==> src/hdl/scc_params.svh <==
// Offsets, field positions, reset values and timing counts of the converter control block.
// Assumes inclusion by its bare name from the scc_core design module.
`ifndef SCC_PARAMS_SVH
`define SCC_PARAMS_SVH

// Register word indices; with the 8-bit data port the bus address is the index itself
`define SCC_IDX_INTCTL 8'h0b
`define SCC_IDX_PIRF 8'h0c
`define SCC_IDX_RESULT 8'h1e
`define SCC_IDX_CTLA 8'h1f
`define SCC_IDX_PIEN 8'h8c
`define SCC_IDX_ANALOG_PIN_SELECT_REG 8'h9d
`define SCC_IDX_CTLB 8'h9f
`define SCC_IDX_SYS 8'hf0

// Field positions
`define SCC_B_GIE 7
`define SCC_B_PERIPHERAL_IRQ_ENABLE 6
`define SCC_B_DONE 6
`define SCC_B_GO 2
`define SCC_B_PON 0
`define SCC_B_SLEEP 0

// Reset values and write masks
`define SCC_RST_INTCTL 8'h00
`define SCC_RST_PIRF 8'h00
`define SCC_RST_CTLA 8'h00
`define SCC_RST_PIEN 8'h00
`define SCC_RST_ANALOG_PIN_SELECT_REG 8'hff
`define SCC_RST_CTLB 8'h00
`define SCC_MASK_PIRF 8'hf1
`define SCC_MASK_PIEN 8'hf1
`define SCC_MASK_CTLB 8'h30

// Clock select codes and divisors
`define SCC_CS_RC 2'h3
`define SCC_DIV_OSC2 2
`define SCC_DIV_OSC8 8
`define SCC_DIV_OSC32 32

// Bit periods: sample phase is 1.5, eight bits, then load; 9.5 in all
`define SCC_HALF_PERIODS_ACQ 3
`define SCC_NBITS 8
`define SCC_ABORT_PERIODS 2
`define SCC_START_DELAY_CYC 4

`endif

==> src/hdl/scc_pkg.sv <==
// Types shared by the converter control block.
// Assumes scc_params.svh sits on the include path.
package scc_pkg;
  typedef enum logic [2:0] {
    SCC_IDLE,
    SCC_DELAY,
    SCC_ACQ,
    SCC_BITS,
    SCC_WAIT
  } scc_state_t;
endpackage

==> src/hdl/scc_rc_clock.sv <==
// Free-running stand-in for the converter's own RC oscillator: a half-period strobe.
// Assumes the enable comes from same-clock logic; runs in sleep because it ignores the core gate.
module scc_rc_clock #(
  parameter int HALF_CYC = 250
) (
  input wire logic clk_in,
  input wire logic resetn_in,
  input wire logic run_in,
  output logic tick_out
);
  logic [15:0] cnt_q;
  logic [15:0] cnt_d;
  logic tick_q;
  logic tick_d;

  always_comb begin
    cnt_d = cnt_q;
    tick_d = 1'b0;
    if (!run_in) begin
      cnt_d = 16'h0000;
    end else if (cnt_q == 16'(HALF_CYC - 1)) begin
      cnt_d = 16'h0000;
      tick_d = 1'b1;
    end else begin
      cnt_d = cnt_q + 16'h0001;
    end
  end

  always_ff @(posedge clk_in) begin
    if (!resetn_in) begin
      cnt_q <= 16'h0000;
      tick_q <= 1'b0;
    end else begin
      cnt_q <= cnt_d;
      tick_q <= tick_d;
    end
  end

  assign tick_out = tick_q;
endmodule // scc_rc_clock

==> src/hdl/scc_core.sv <==
// Converter control: registers over classic Wishbone, conversion sequencer, sleep handling.
// Assumes a comparator front end whose verdict is a pin; core sleep and reset come from the core.
// Contract
// Acquisition length does not depend on how many result bits are kept.
// Clock select may change mid-conversion; remaining bits use the new period.
// Bits resolved after a mid-conversion clock change are marked invalid.
// Software only switches among the three oscillator divisors mid-conversion.
// Time is 2 periods, N periods, then (8-N) short double-oscillator periods.
// Software times the clock switch itself; no signal marks the moment.
// Conversion survives sleep only with the RC clock selected.
// With RC selected, start waits one instruction cycle after go.
// Completion under RC clears go and loads the result.
// Completion in sleep with interrupt enabled wakes the device.
// Completion in sleep without interrupt powers converter down, power bit stays.
// Sleep with non-RC clock aborts conversion and powers down, power bit stays.
// Software sets go then sleeps immediately to convert during sleep.
// Software keeps the oscillator bit period within preferred limits.
// Reset restores registers, powers down and aborts conversion.
// Result register is not reset.
// Go starts; completion clears go, sets done, interrupt if all enables set.
// Clearing go aborts without result update; 2-period wait, then acquisition.
// Select codes 0..3 choose osc/2, osc/8, osc/32 and RC.
// A full conversion takes nine and a half bit periods.
// The RC clock runs independently of the core clock gate.
//
// Design decision made here: the Wishbone slave port.
`include "scc_params.svh"
module scc_core import scc_pkg::*; #(
  parameter int RC_HALF_CYC = 250
) (
  input wire logic CLK_IN,
  input wire logic RESETN_IN,
  input wire logic [7:0] WB_ADR_IN,
  input wire logic [7:0] WB_DAT_IN,
  input wire logic WB_WE_IN,
  input wire logic WB_CYC_IN,
  input wire logic WB_STB_IN,
  input wire logic WB_SEL_IN,
  input wire logic CMP_IN,
  input wire logic SLEEP_IN,
  output logic [7:0] WB_DAT_OUT,
  output logic WB_ACK_OUT,
  output logic SAMPLE_OUT,
  output logic ANALOG_ON_OUT,
  output logic [3:0] CHANNEL_OUT,
  output logic [7:0] TRIAL_OUT,
  output logic WAKE_OUT,
  output logic IRQ_OUT
);
  // Pin inputs pass two flops; the first flop is read only by the second
  logic cmp_m_q, cmp_s_q, slp_m_q, slp_s_q;
  always_ff @(posedge CLK_IN) begin
    cmp_m_q <= CMP_IN;
    cmp_s_q <= cmp_m_q;
    slp_m_q <= SLEEP_IN;
    slp_s_q <= slp_m_q;
  end

  logic [7:0] intctl_q, intctl_d, pirf_q, pirf_d, ctla_q, ctla_d;
  logic [7:0] pien_q, pien_d, analog_pin_select_reg_q, analog_pin_select_reg_d, ctlb_q, ctlb_d;
  logic [7:0] result_q, result_d, sar_q, sar_d, invalid_q, invalid_d;
  logic [7:0] rdat_q, rdat_d;
  logic ack_q, ack_d, off_q, off_d, wake_q, wake_d, irq_q, irq_d;
  logic [6:0] tick_cnt_q, tick_cnt_d;
  logic [3:0] hcnt_q, hcnt_d;
  logic [2:0] bit_q, bit_d;
  logic [2:0] dly_q, dly_d;
  logic [1:0] cs_run_q, cs_run_d;
  scc_state_t st_q, st_d;

  logic rc_tick;
  logic osc_tick;
  logic half_tick;
  logic wr_go;
  logic [1:0] cs;
  logic rc_sel;

  assign cs = ctla_q[7:6];
  assign rc_sel = (cs == `SCC_CS_RC);

  function automatic logic [6:0] half_div(input logic [1:0] sel);
    unique case (sel)
      2'h0: half_div = 7'(`SCC_DIV_OSC2 / 2);
      2'h1: half_div = 7'(`SCC_DIV_OSC8 / 2);
      default: half_div = 7'(`SCC_DIV_OSC32 / 2);
    endcase
  endfunction

  // RC oscillator keeps time regardless of core sleep
  scc_rc_clock #(.HALF_CYC(RC_HALF_CYC)) u_rc (
    .clk_in(CLK_IN),
    .resetn_in(RESETN_IN),
    .run_in(ctla_q[`SCC_B_PON] && rc_sel),
    .tick_out(rc_tick)
  );

  // Divider follows the live select so a switch takes effect at once
  assign osc_tick = (tick_cnt_q + 7'h01 >= half_div(cs));
  assign half_tick = rc_sel ? rc_tick : osc_tick;

  logic bus_req;
  logic [7:0] idx;
  assign bus_req = WB_CYC_IN && WB_STB_IN && !ack_q;
  assign idx = WB_ADR_IN;
  assign wr_go = bus_req && WB_WE_IN && WB_SEL_IN && (idx == `SCC_IDX_CTLA);

  always_comb begin
    intctl_d = intctl_q;
    pirf_d = pirf_q;
    ctla_d = ctla_q;
    pien_d = pien_q;
    analog_pin_select_reg_d = analog_pin_select_reg_q;
    ctlb_d = ctlb_q;
    result_d = result_q;
    sar_d = sar_q;
    invalid_d = invalid_q;
    st_d = st_q;
    off_d = off_q;
    hcnt_d = hcnt_q;
    bit_d = bit_q;
    dly_d = dly_q;
    cs_run_d = cs_run_q;
    tick_cnt_d = osc_tick ? 7'h00 : tick_cnt_q + 7'h01;
    ack_d = bus_req;
    rdat_d = 8'h00;
    wake_d = 1'b0;
    if (bus_req && !WB_WE_IN) begin
      unique case (idx)
        `SCC_IDX_INTCTL: rdat_d = intctl_q;
        `SCC_IDX_PIRF: rdat_d = pirf_q;
        `SCC_IDX_RESULT: rdat_d = result_q;
        `SCC_IDX_CTLA: rdat_d = ctla_q;
        `SCC_IDX_PIEN: rdat_d = pien_q;
        `SCC_IDX_ANALOG_PIN_SELECT_REG: rdat_d = analog_pin_select_reg_q;
        `SCC_IDX_CTLB: rdat_d = ctlb_q;
        `SCC_IDX_SYS: rdat_d = {invalid_q[7:1], off_q};
        default: rdat_d = 8'h00;
      endcase
    end
    if (bus_req && WB_WE_IN && WB_SEL_IN) begin
      unique case (idx)
        `SCC_IDX_INTCTL: intctl_d = WB_DAT_IN;
        `SCC_IDX_PIRF: pirf_d = WB_DAT_IN & `SCC_MASK_PIRF;
        `SCC_IDX_RESULT: result_d = WB_DAT_IN;
        `SCC_IDX_CTLA: ctla_d = WB_DAT_IN;
        `SCC_IDX_PIEN: pien_d = WB_DAT_IN & `SCC_MASK_PIEN;
        `SCC_IDX_ANALOG_PIN_SELECT_REG: analog_pin_select_reg_d = WB_DAT_IN;
        `SCC_IDX_CTLB: ctlb_d = WB_DAT_IN & `SCC_MASK_CTLB;
        default: ;
      endcase
    end
    if (!ctla_q[`SCC_B_PON] || !slp_s_q) begin
      off_d = 1'b0;
    end
    unique case (st_q)
      SCC_IDLE: begin
        if (wr_go && WB_DAT_IN[`SCC_B_GO] && WB_DAT_IN[`SCC_B_PON]) begin
          // One instruction cycle of grace under RC lets sleep go first
          dly_d = rc_sel ? 3'(`SCC_START_DELAY_CYC) : 3'h0;
          st_d = SCC_DELAY;
          off_d = 1'b0;
        end
      end
      SCC_DELAY: begin
        if (dly_q == 3'h0) begin
          st_d = SCC_ACQ;
          hcnt_d = 4'h0;
          cs_run_d = cs;
          invalid_d = 8'h00;
        end else begin
          dly_d = dly_q - 3'h1;
        end
      end
      SCC_ACQ: begin
        // Same sampling span whatever resolution is kept
        if (half_tick) begin
          if (hcnt_q == 4'(`SCC_HALF_PERIODS_ACQ - 1)) begin
            st_d = SCC_BITS;
            hcnt_d = 4'h0;
            bit_d = 3'(`SCC_NBITS - 1);
            sar_d = 8'h80;
          end else begin
            hcnt_d = hcnt_q + 4'h1;
          end
        end
      end
      SCC_BITS: begin
        // Two half ticks per bit period; eight bits then load: 9.5 total
        if (half_tick) begin
          if (hcnt_q == 4'h1) begin
            hcnt_d = 4'h0;
            if (cs != cs_run_q) begin
              invalid_d[bit_q] = 1'b1;
            end
            sar_d[bit_q] = cmp_s_q;
            if (bit_q != 3'h0) begin
              sar_d[bit_q - 3'h1] = 1'b1;
              bit_d = bit_q - 3'h1;
            end else begin
              result_d = {sar_q[7:1], cmp_s_q};
              ctla_d[`SCC_B_GO] = 1'b0;
              pirf_d[`SCC_B_DONE] = 1'b1;
              st_d = SCC_IDLE;
              if (slp_s_q && pien_q[`SCC_B_DONE]) begin
                wake_d = 1'b1;
              end else if (slp_s_q) begin
                off_d = 1'b1;
              end
            end
          end else begin
            hcnt_d = hcnt_q + 4'h1;
          end
        end
      end
      SCC_WAIT: begin
        if (half_tick) begin
          if (hcnt_q == 4'(2 * `SCC_ABORT_PERIODS - 1)) begin
            st_d = SCC_IDLE;
          end else begin
            hcnt_d = hcnt_q + 4'h1;
          end
        end
      end
    endcase
    if (st_q != SCC_IDLE && st_q != SCC_WAIT) begin
      if (slp_s_q && !rc_sel) begin
        st_d = SCC_IDLE;
        off_d = 1'b1;
        ctla_d[`SCC_B_GO] = 1'b0;
      end else if (!ctla_q[`SCC_B_GO] || !ctla_q[`SCC_B_PON]) begin
        st_d = SCC_WAIT;
        hcnt_d = 4'h0;
      end
    end
  end

  assign irq_d = pirf_q[`SCC_B_DONE] && pien_q[`SCC_B_DONE] && intctl_q[`SCC_B_PERIPHERAL_IRQ_ENABLE]
    && intctl_q[`SCC_B_GIE];

  // Result and trial word hold across resets; only data path
  always_ff @(posedge CLK_IN) begin
    result_q <= result_d;
    sar_q <= sar_d;
  end

  always_ff @(posedge CLK_IN) begin
    if (!RESETN_IN) begin
      intctl_q <= `SCC_RST_INTCTL;
      pirf_q <= `SCC_RST_PIRF;
      ctla_q <= `SCC_RST_CTLA;
      pien_q <= `SCC_RST_PIEN;
      analog_pin_select_reg_q <= `SCC_RST_ANALOG_PIN_SELECT_REG;
      ctlb_q <= `SCC_RST_CTLB;
      invalid_q <= 8'h00;
      rdat_q <= 8'h00;
      ack_q <= 1'b0;
      off_q <= 1'b0;
      wake_q <= 1'b0;
      irq_q <= 1'b0;
      tick_cnt_q <= 7'h00;
      hcnt_q <= 4'h0;
      bit_q <= 3'h0;
      dly_q <= 3'h0;
      cs_run_q <= 2'h0;
      st_q <= SCC_IDLE;
    end else begin
      intctl_q <= intctl_d;
      pirf_q <= pirf_d;
      ctla_q <= ctla_d;
      pien_q <= pien_d;
      analog_pin_select_reg_q <= analog_pin_select_reg_d;
      ctlb_q <= ctlb_d;
      invalid_q <= invalid_d;
      rdat_q <= rdat_d;
      ack_q <= ack_d;
      off_q <= off_d;
      wake_q <= wake_d;
      irq_q <= irq_d;
      tick_cnt_q <= tick_cnt_d;
      hcnt_q <= hcnt_d;
      bit_q <= bit_d;
      dly_q <= dly_d;
      cs_run_q <= cs_run_d;
      st_q <= st_d;
    end
  end

  logic samp_q, on_q;
  logic [3:0] ch_q;
  logic [7:0] trial_q;
  always_ff @(posedge CLK_IN) begin
    if (!RESETN_IN) begin
      samp_q <= 1'b0;
      on_q <= 1'b0;
      ch_q <= 4'h0;
      trial_q <= 8'h00;
    end else begin
      samp_q <= (st_d == SCC_ACQ) || (st_d == SCC_IDLE && ctla_d[`SCC_B_PON] && !off_d);
      on_q <= ctla_d[`SCC_B_PON] && !off_d;
      ch_q <= {ctla_d[1], ctla_d[5:3]};
      trial_q <= sar_d;
    end
  end

  assign WB_DAT_OUT = rdat_q;
  assign WB_ACK_OUT = ack_q;
  assign SAMPLE_OUT = samp_q;
  assign ANALOG_ON_OUT = on_q;
  assign CHANNEL_OUT = ch_q;
  assign TRIAL_OUT = trial_q;
  assign WAKE_OUT = wake_q;
  assign IRQ_OUT = irq_q;

  chk_ack_one_cycle: assert property (@(posedge CLK_IN) disable iff (!RESETN_IN)
    WB_ACK_OUT |=> !WB_ACK_OUT) else $error("ack held two cycles");
  chk_done_clears_go: assert property (@(posedge CLK_IN) disable iff (!RESETN_IN)
    $rose(pirf_q[`SCC_B_DONE]) && st_q == SCC_IDLE |-> !ctla_q[`SCC_B_GO])
    else $error("done set while go still high");
  chk_irq_gating: assert property (@(posedge CLK_IN) disable iff (!RESETN_IN)
    IRQ_OUT |-> $past(pien_q[`SCC_B_DONE]) && $past(intctl_q[`SCC_B_GIE]))
    else $error("interrupt without enables");
  chk_sleep_abort: assert property (@(posedge CLK_IN) disable iff (!RESETN_IN)
    (st_q == SCC_BITS && slp_s_q && !rc_sel) |=> st_q == SCC_IDLE && off_q)
    else $error("sleep did not abort");
  chk_power_bit_kept: assert property (@(posedge CLK_IN) disable iff (!RESETN_IN)
    $rose(off_q) |-> ctla_q[`SCC_B_PON]) else $error("power bit lost on power down");
  chk_rc_start_delay: assert property (@(posedge CLK_IN) disable iff (!RESETN_IN)
    (st_q == SCC_IDLE && st_d == SCC_DELAY && rc_sel) |=> st_q == SCC_DELAY [*5])
    else $error("rc start too early");
  chk_abort_keeps_res: assert property (@(posedge CLK_IN) disable iff (!RESETN_IN)
    (st_q == SCC_WAIT) |=> $stable(result_q) || $past(WB_WE_IN))
    else $error("abort changed result");
  chk_wake_needs_en: assert property (@(posedge CLK_IN) disable iff (!RESETN_IN)
    WAKE_OUT |-> pien_q[`SCC_B_DONE] && pirf_q[`SCC_B_DONE])
    else $error("wake without enable");
endmodule // scc_core

==> config.mk <==
export PLATFORM = sky130hd
export DESIGN_NAME = scc_core
export DESIGN_NICKNAME = d
export VERILOG_FILES = /design/src/hdl/scc_pkg.sv /design/src/hdl/scc_rc_clock.sv /design/src/hdl/scc_core.sv
export VERILOG_INCLUDE_DIRS = /design/src /design/src/hdl
export SDC_FILE = /design/constraint.sdc
export NUM_CORES = 1
export LEC_CHECK = 0
export BUFFER_PORTS_ARGS = -buffer_cell sky130_fd_sc_hd__buf_4
export CORE_UTILIZATION = 50
export CTS_BUF_LIST = sky130_fd_sc_hd__clkbuf_16
export DETAILED_ROUTE_END_ITERATION = 8
export PLACE_DENSITY = 0.75
export SYNTH_ARGS = -nofsm -noshare
export SYNTH_HDL_FRONTEND = slang
export SYNTH_SLANG_ARGS = --single-unit
==> constraint.sdc <==
create_clock -name CLK_IN -period 3.3 [get_ports CLK_IN]
set_input_delay 0.165 -clock CLK_IN [delete_from_list [all_inputs] [get_ports CLK_IN]]
set_output_delay 0.165 -clock CLK_IN [all_outputs]
set_load 0.05 [all_outputs]
==> reports/qor.yml, run 1 <==
final.period_utilization_pct: 89.3
cts_buffers: 17
die_area_sq_um: 12300
startpoint_type: "flop"
fin_tns_setup_ns: 0
ir_drop_mv: 0.607
fill_cells: 1003
cts_root_buffer: "clkbuf_16"
p_sw_mw: 1.14
cts.htree.levels: 4
gr-usage-all-layers_pct: 25.2
rsz0062_at_grt: "false"
max_cap_violations: 0
portBuffers: 48
max-slew-margin-rel_pct: 50.7
post_cts_buffers: 0
placed_cell_area_sq_um: 6340
hold_path_class: "input pin to flop"
synth-seq-cells: 124
ys.flop_type: "dfxtp_1"
p_total_mw: 4.15
max_stage_delay_ns: 0.67
cts_tree: "yes"
drive_above_1_share_pct: 14.5
final_cell_area_sq_um: 6990
ys_async_sr_fraction_pct: 0
avgSynthCellArea_sq_um: 8.50
place.gp.congestion: 0.874
dp_hpwl_microns: 10400
yosys.cell_types.count: 67
pwr-share-seq_pct: 39.4
grt_overflow: 0
drt-wirelength-per-cell_microns: 16.7
post-route-drc-count: 0
critPathKind: "flop to flop"
cts_num_sinks: 124
clock.fmax_mhz: 339
rows: 39
cp.required_ns: 3.58
viasPerCell: 6.00
die_width_microns: 111
fin_nets: 777
finalClockSkew_ns: 0.0146
worst_slew_pin_slew_ns: 0.738
grt_pass1_wl_microns: 24900
end_kind: "flop"
reg2reg_from: "tick_cnt_q[0]$_SDFF_PP0_"
path_clk_slew_ns: 0.06
drtIter0Drc: 340
cts_resized: 0
crit_start: "tick_cnt_q[0]$_SDFF_PP0_"
hp-start: "WB_DAT_IN[2]"
postCtsHoldBufs: 3
cts_buffer_depth: 2
p_clk_share_pct: 47.4
swShare_pct: 27.4
worstPathCellList: "ha_1, xor2_1, ha_1, nand2b_1, o211ai_2, and2_4, a31o_2, or3_1, nor2_1, a21oi_1"
area_growth_pct: 18.3
worst_path_max_delay_cell: "or3_1"
grt_max_degree: 59
dr.pass1.iters: 6
core_area_sq_um: 11500
totalWireLength_microns: 15000
fp.dieH_microns: 111
ant_nets: 0
crit_arrival_ns: 3.22
vias: 5372
synth_area_sq_um: 5910
diodes: 0
synth_cells: 696
comb_power_share_pct: 13.2
min_period_ns: 2.95
hold_violations: 0
grt_pass1_vias: 5147
p_per_area_nw_per_um2: 594
start_util_pct: 51.6
cp_max_fo: 17
ys_warn_count: 0
antenna_found_initial: 0
yosysSeqAreaShare_pct: 42.0
p_int_mw: 3.02
synth_edf_count: 0
p_leak_nw: 2.63
setup_viol: 0
worst_path_most_repeated_cell: "ha_1"
clock_latency_ns: 0.43
status: "completed"
whs_ns: 0.0225
drv_slew: 0
io_pins: 49
## cell type report
cell class,count,area (sq um),area share [%]
multi-input cells,525,3210,45.8
flip-flops and latches,124,2480,35.5
repair buffers,60,458,6.55
clock buffers,17,425,6.08
clock inverters,15,199,2.84
well taps,143,179,2.56
inverters,12,45.0,0.644
## state kept, by name, summed over array words and instances, names as in the netlist, 2 cells and up
signal,cells
sar_q,8
pien_q,5
invalid_q,7
TRIAL_OUT,8
analog_pin_select_reg_q,8
st_q,3
ctla_q,7
dly_q,3
tick_cnt_q,7
pirf_q,5
u_rc.cnt_q,16
result_q,8
bit_q,3
ctlb_q,2
cs_run_q,2
hcnt_q,4
intctl_q,8
WB_DAT_OUT,8
## power groups by stage
| stage | Sequential [mW] | Clock [mW] | Combinational [mW] |
|---|---|---|---|
| after floorplan | 1.62 | 0 | 0.423 |
| after global placement | 1.66 | 0 | 0.526 |
| after detailed placement | 1.66 | 0 | 0.532 |
| after CTS | 1.63 | 1.98 | 0.538 |
| after global routing | 1.64 | 2.06 | 0.595 |
| final | 1.64 | 1.97 | 0.549 |
## path summary, 6_finish.rpt
path                                             end  slack, ns  depth (start not counted)
max                              result_q[2]$_DFF_P_       0.35                         10
min          analog_pin_select_reg_q[2]$_SDFFE_PN1P_       0.02                          3
max reg2reg                      result_q[2]$_DFF_P_       0.35                         10
min reg2reg                          cmp_s_q$_DFF_P_       0.33                          0
## critical path, delay by kind of cell (launching register included)
kind	cells	cell delay [ns]
compound gates	3	0.49
xor+xnor	1	0.22
fa+ha+maj	2	0.46
flops	1	0.44
simple gates	4	1.20
## logic make-up after synthesis
family,Yosys count,synth area share [%]
adder cells (fa/ha/maj),13,2.75
AO/OA/AOI/OAI,177,21.2
AND/OR/NAND/NOR,301,25.1
multiplexers,15,2.54
flip-flops,124,42.0
XOR/XNOR,17,2.52
other,1,0.0634
buffers and inverters,48,3.87
## per-stage QoR
| stage | setup slack [ns] | instances | util [%] |
|---|---|---|---|
| final | 0.354 | 896 | 61.0 |
| after CTS | 0.376 | 896 | 61.0 |
| after global placement | 0.545 | 861 | 55.3 |
| after detailed placement | 0.398 | 861 | 55.3 |
| after global routing | 0.201 | 896 | 61.0 |
| after floorplan | 0.795 | 697 | - |
## routing by layer
layer / track usage, % / wire length (microns)
met5: 0 / 0
met4: 12.4 / 407
met3: 6.12 / 988
met2: 41.3 / 7140
met1: 30.9 / 6450
## cells in the mapped netlist (3+ instances only)
library cell	n	share of area (%)
o41ai_1	3	0.44
a21boi_0	21	2.7
buf_6	3	0.57
nand4_1	9	0.95
and3_1	8	0.85
a31oi_1	12	1.3
nand3_1	53	4.5
a22oi_1	18	2.3
mux2i_1	15	2.5
xnor2_1	3	0.44
or3_1	6	0.63
o2bb2ai_1	14	2.1
nand2_1	95	6.0
xor2_1	14	2.1
a21boi_1	6	0.76
a222oi_1	4	0.68
a22o_1	9	1.3
o21a_1	6	0.76
nor3_1	15	1.3
a21oi_1	32	2.7
ha_1	13	2.8
or2_2	3	0.32
o21ai_0	26	2.2
nor2_1	58	3.7
dfxtp_1	124	42
and2_1	10	1.1
o211ai_1	3	0.38
nor2b_1	10	1.1
a221oi_1	3	0.44
nand2b_1	7	0.74
clkbuf_1	23	1.5
buf_4	6	0.76
nor4_1	8	0.85
inv_1	12	0.76
## cell usage in the layout (no fill, tap or decap), drive strengths merged, types with 4 or more instances in the layout
master	Yosys	layout
a22o	9	9
a222oi	4	4
xor2	14	14
or3	6	6
inv	12	14
nor3b	4	4
nor3	15	15
nand2b	7	7
clkinvlp	0	4
nor2b	10	10
clkbuf	24	17
nand4	9	9
a21oi	33	33
o41ai	4	4
and3	8	8
o2bb2ai	14	14
nand2	95	95
nor4	10	10
nand3	53	53
o21a	6	6
buf	12	57
a21boi	27	27
bufinv	0	4
nor2	61	61
clkinv	0	5
and2	11	11
o211ai	4	4
mux2i	15	15
o21ai	28	28
dfxtp	124	124
a22oi	18	18
ha	13	13
a31oi	12	12
No activity file was read; power rests on OpenSTA's default activity.
==> run 2, diff against run 1 <==
GPL_ROUTABILITY_DRIVEN = 0   (was unset)
clock period = 3.1 ns   (was 3.3 ns; I/O delays follow)
==> run 2 against run 1 <==
  * First-iteration DRC count rose by 19%
  * Non-clock buffer count rose by 1
  * Wire length fell by 0.37%
  * Final area fell by 2.1%
  * Clock skew fell by 0.0054 ns
  * Utilization fell by 1.3 points
  * Fmax rose by 1.1%
==> reports/qor.yml, run 2 (synthesized netlist as in run 1, its figures left out) <==
status: "completed"  # unchanged
min_period_ns: 2.91  # was 2.95 ns
fin_tns_setup_ns: 0  # unchanged
final.period_utilization_pct: 94.0  # was 89.3%
worst_slew_pin_slew_ns: 0.742  # was 0.738 ns
post_cts_buffers: 0  # unchanged
drive_above_1_share_pct: 13.5  # was 14.5%
multi_input_area_sq_um: 3210  # unchanged
reg2reg_from: "tick_cnt_q[0]$_SDFF_PP0_"  # unchanged
ir_drop_mv: 0.545  # was 0.607 mV
clock_latency_ns: 0.41  # was 0.43 ns
hp-start: "WB_DAT_IN[1]"  # was WB_DAT_IN[2]
critPathKind: "flop to flop"  # unchanged
crit_start: "tick_cnt_q[0]$_SDFF_PP0_"  # unchanged
rows: 39  # unchanged
largest_reg_flops: 16  # unchanged
grt_overflow: 0  # unchanged
hold_path_class: "input pin to flop"  # unchanged
dp_hpwl_microns: 10600  # was 10,400 microns
viasPerCell: 5.96  # was 6.00
clock.fmax_mhz: 343  # was 339 MHz
max_cap_violations: 0  # unchanged
cts_buffer_depth: 2  # unchanged
p_total_mw: 3.93  # was 4.15 mW
drv_slew: 0  # unchanged
rsz0062_at_grt: "false"  # unchanged
dr.pass1.iters: 5  # was 6
startpoint_type: "flop"  # unchanged
drtIter0Drc: 404  # was 340
end_kind: "flop"  # unchanged
grt_pass1_wl_microns: 24600  # was 24,900 microns
area_growth_pct: 15.8  # was 18.3%
io_pins: 49  # unchanged
pwr-share-seq_pct: 44.3  # was 39.4%
diodes: 0  # unchanged
final_cells: 893  # was 896
antenna_found_initial: 0  # unchanged
post-route-drc-count: 0  # unchanged
final_common_cell: "dfxtp_1"  # unchanged
drt-wirelength-per-cell_microns: 16.7  # about the same
whs_ns: 0.0236  # was 0.0225 ns
totalWireLength_microns: 14900  # was 15,000 microns
die_width_microns: 111  # unchanged
gr-usage-all-layers_pct: 24.9  # was 25.2%
fin_nets: 778  # was 777
p_per_area_nw_per_um2: 574  # was 594 nW/um^2
numPlacedInstances: 863  # was 861
fill_cells: 998  # was 1,003
path_clk_slew_ns: 0.05  # was 0.06 ns
cts_tree: "yes"  # unchanged
comb_power_share_pct: 14.9  # was 13.2%
cts_num_sinks: 124  # unchanged
post-place-ws_ns: 0.219  # was 0.398 ns
p_sw_mw: 1.09  # was 1.14 mW
core_area_sq_um: 11500  # unchanged
die_area_sq_um: 12300  # unchanged
top_register: "u_rc.cnt_q"  # unchanged
max-slew-margin-rel_pct: 50.3  # was 50.7%
start_util_pct: 51.6  # unchanged
finalClockSkew_ns: 0.00921  # was 0.0146 ns
cts_resized: 0  # unchanged
hold_violations: 0  # unchanged
layout_common_cells: "124 x dfxtp_1, 95 x nand2_1, 59 x buf_4, 58 x nor2_1, 53 x nand3_1"  # was 124 x dfxtp_1, 95 x nand2_1, 58 x nor2_1, 57 x buf_4, 53 x nand3_1
vias: 5320  # was 5,372
swShare_pct: 27.8  # was 27.4%
postCtsHoldBufs: 2  # was 3
regArea_sq_um: 2480  # unchanged
cp_max_fo: 17  # unchanged
cp.required_ns: 3.36  # was 3.58 ns
ant_nets: 0  # unchanged
fp.dieH_microns: 111  # unchanged
cts_root_buffer: "clkbuf_16"  # unchanged
p_int_mw: 2.84  # was 3.02 mW
p_clk_share_pct: 40.8  # was 47.4%
worst_slack_ns: 0.187  # was 0.354 ns
cts_buffers: 17  # unchanged
cts.htree.levels: 4  # unchanged
portBuffers: 48  # unchanged
grt_pass1_vias: 5163  # was 5,147
setup_viol: 0  # unchanged
grt_max_degree: 59  # unchanged
p_leak_nw: 2.60  # was 2.63 nW
crit_arrival_ns: 3.17  # was 3.22 ns
==> run 2: layout make-up <==
class	instances	share of cell area, %
multi-input cells	525	46.8
inverters	12	0.658
repair buffers	61	6.76
clock buffers	17	6.21
flip-flops and latches	124	36.3
clock inverters	11	0.676
well taps	143	2.61
==> run 2: metal layers <==
metal,track usage (%),wire [microns]
met1,30.0,6370
met2,42.7,7290
met3,5.85,933
met4,9.87,341
met5,0,0
==> run 2: metrics by stage <==
stage / util (%) / cell area (sq um)
floorplan: - / 5920
global placement: 55.4 / 6350
detailed placement: 55.4 / 6350
CTS: 59.7 / 6850
global route: 59.7 / 6850
finish: 59.7 / 6850
==> run 2: worst max-delay path, stage by stage (launching register included) <==
cell      delay, ns
dfxtp_1        0.44
ha_1           0.25
nand3_1        0.10
xnor2_1        0.16
ha_1           0.32
o211ai_2       0.09
and2_4         0.18
a31o_2         0.34
or3_1          0.64
nor2_1         0.17
a21oi_1        0.07
==> run 2: path summary, 6_finish.rpt <==
path / to / slack (ns) / cells past startpoint
hold reg to reg: cmp_s_q$_DFF_P_ / 0.33 / 0
hold / removal: analog_pin_select_reg_q[1]$_SDFFE_PN1P_ / 0.02 / 3
setup / recovery: result_q[7]$_DFF_P_ / 0.19 / 10
setup reg to reg: result_q[7]$_DFF_P_ / 0.19 / 10
==> run 2: power by group through the flow <==
stage	clock network, mW	logic (mW)	registers, mW
final	1.60	0.585	1.74
after global routing	1.69	0.639	1.75
after CTS	1.62	0.571	1.74
after detailed placement	0	0.566	1.77
after global placement	0	0.551	1.77
after floorplan	0	0.450	1.73
==> run 3, diff against run 2 <==
CTS_CLUSTER_DIAMETER = 50   (was unset)
PLACE_DENSITY = 0.77   (was 0.75)
clock period = 2.6 ns   (was 3.1 ns; I/O delays follow)
==> run 3 against run 2 <==
  * Utilization increased by 2.9 points
  * Die area did not move
  * Final cell count rose by 2.4%
  * Count of clock-buffer cells in the layout did not move
  * Final area rose by 4.8%
  * Combinational power grew 31%
  * Setup slack worse by 0.11 ns
  * Clock skew is 0.0026 ns lower
  * Register-to-register slack worse by 0.11 ns
==> reports/qor.yml, run 3 (synthesized netlist as in run 1, its figures left out) <==
grt_pass1_vias: 5349  # was 5,163
cp.required_ns: 2.91  # was 3.36 ns
rsz0062_at_grt: "true"  # was false
swShare_pct: 27.5  # was 27.8%
grt_max_degree: 43  # was 59
post-place-ws_ns: -0.0136  # was 0.219 ns
die_area_sq_um: 12300  # unchanged
p_int_mw: 3.76  # was 2.84 mW
start_util_pct: 51.6  # unchanged
pwr-share-seq_pct: 40.2  # was 44.3%
ant_nets: 0  # unchanged
top_register: "u_rc.cnt_q"  # unchanged
cts_buffer_depth: 2  # unchanged
crit_arrival_ns: 2.83  # was 3.17 ns
p_sw_mw: 1.42  # was 1.09 mW
regArea_sq_um: 2480  # about the same
path_clk_slew_ns: 0.06  # was 0.05 ns
grt_overflow: 0  # unchanged
dp_hpwl_microns: 10500  # was 10,600 microns
utilization_pct: 62.6  # was 59.7%
dr.pass1.iters: 6  # was 5
drive_above_1_share_pct: 16.7  # was 13.5%
reg2reg_slack_ns: 0.08  # was 0.19 ns
totalWireLength_microns: 15400  # was 14,900 microns
diodes: 0  # unchanged
final_cells: 914  # was 893
fill_cells: 936  # was 998
drt-wirelength-per-cell_microns: 16.8  # was 16.7 microns
hold_path_class: "input pin to flop"  # unchanged
reg2reg_depth: 10  # unchanged
die_width_microns: 111  # unchanged
rows: 39  # unchanged
cts_root_buffer: "clkbuf_16"  # unchanged
area_growth_pct: 21.3  # was 15.8%
cts_num_sinks: 124  # unchanged
layout_common_cells: "122 x dfxtp_1, 95 x nand2_1, 69 x buf_4, 57 x nor2_1, 52 x nand3_1"  # was 124 x dfxtp_1, 95 x nand2_1, 59 x buf_4, 58 x nor2_1, 53 x nand3_1
setup_viol: 0  # unchanged
min_period_ns: 2.52  # was 2.91 ns
worst_slew_pin_slew_ns: 0.707  # was 0.742 ns
final_common_cell: "dfxtp_1"  # unchanged
grt_pass1_wl_microns: 25000  # was 24,600 microns
post-route-drc-count: 0  # unchanged
fin_nets: 795  # was 778
ir_drop_mv: 0.569  # was 0.545 mV
comb_power_share_pct: 14.8  # was 14.9%
cts_tree: "yes"  # unchanged
worst_slack_ns: 0.0809  # was 0.187 ns
multi_input_area_sq_um: 3270  # was 3210 sq um
status: "completed"  # unchanged
cts.htree.levels: 4  # unchanged
clock.fmax_mhz: 397  # was 343 MHz
portBuffers: 48  # unchanged
largest_reg_flops: 16  # unchanged
p_clk_share_pct: 45.0  # was 40.8%
drv_slew: 0  # unchanged
min_path_cells: 3  # unchanged
fp.dieH_microns: 111  # unchanged
drtIter0Drc: 417  # was 404
cp_max_fo: 8  # was 17
final.period_utilization_pct: 96.9  # was 94.0%
p_leak_nw: 2.73  # was 2.60 nW
antenna_found_initial: 0  # unchanged
p_per_area_nw_per_um2: 722  # was 574 nW/um^2
finalClockSkew_ns: 0.00657  # was 0.00921 ns
numPlacedInstances: 874  # was 863
io_pins: 49  # unchanged
p_total_mw: 5.18  # was 3.93 mW
clock_latency_ns: 0.42  # was 0.41 ns
end_kind: "flop"  # unchanged
core_area_sq_um: 11500  # unchanged
vias: 5499  # was 5,320
viasPerCell: 6.02  # was 5.96
critPathKind: "flop to flop"  # unchanged
startpoint_type: "flop"  # unchanged
max-slew-margin-rel_pct: 52.8  # was 50.3%
max_cap_violations: 0  # unchanged
hold_violations: 0  # unchanged
gr-usage-all-layers_pct: 25.3  # was 24.9%
cts_buffers: 17  # unchanged
==> run 3: cell types whose count changed in the layout (fill, tap and decap cells not counted), sizes merged <==
cell and change:
buf +11, bufinv +3, clkinvlp +2, dlygate4sd3 +6, inv -1
==> run 3: power by group through the flow <==
stage / clock, mW / sequential [mW] / combinational (mW)
final: 2.33 / 2.08 / 0.765
after detailed placement: 0 / 2.11 / 0.686
after global placement: 0 / 2.11 / 0.673
after global routing: 2.45 / 2.09 / 0.832
after floorplan: 0 / 2.06 / 0.536
after CTS: 2.35 / 2.07 / 0.704
==> run 3: metal layers <==
layer  vias up  wire length, microns  share of wire [%]  global-route usage (%)
li1       2644                     -                  -                       -
met1      2587                  6320                 41                    29.5
met2       215                  7570                 49                    43.4
met3        53                   954                6.2                    6.34
met4         0                   510                3.3                    11.6
met5         -                     0                  0                       0
==> run 3: critical path, cell delays in order (launching register included) <==
cell and delay, ns:
dfxtp_2 0.33, ha_2 0.20, nand3_1 0.08, xnor2_1 0.15
ha_1 0.34, o211ai_2 0.10, and2_4 0.19, a31o_4 0.28
o41ai_1 0.44, o211a_1 0.25, nor4_2 0.04
==> run 3: worst paths after layout <==
kind | start | endpoint
worst min register to register | cmp_m_q$_DFF_P_ | cmp_s_q$_DFF_P_
worst max register to register | tick_cnt_q[1]$_SDFF_PP0_ | SAMPLE_OUT$_SDFF_PN0_
worst min-delay path | WB_DAT_IN[5] | pien_q[5]$_SDFFE_PN0P_
worst max-delay path | tick_cnt_q[1]$_SDFF_PP0_ | SAMPLE_OUT$_SDFF_PN0_
==> run 3: final cells by class <==
type / instances / area share [%]
Clock inverter: 15 / 2.18
Sequential cell: 124 / 34.6
Timing Repair Buffer: 78 / 8.54
Tap cell: 143 / 2.49
Inverter: 12 / 0.628
Clock buffer: 17 / 5.93
Multi-Input combinational cell: 525 / 45.6
==> run 3: timing repair <==
action                     in CTS  in global routing
pin swaps                       0                  2
hold endpoints to repair        8                  0
setup endpoints to repair       7                 39
buffers inserted                0                  0
hold buffers                    8                  0
gates resized for setup         2                 14
==> run 3: through the flow <==
stage / hold slack (ns) / cell area [sq um] / TNS [ns]
after floorplan: 0.158 / 5920 / 0
after global placement: 0.235 / 6440 / 0
after detailed placement: 0.236 / 6440 / -0.0136
after CTS: 0.00955 / 7110 / 0
after global routing: 0.0107 / 7180 / -0.0150
final: 0.0125 / 7180 / 0
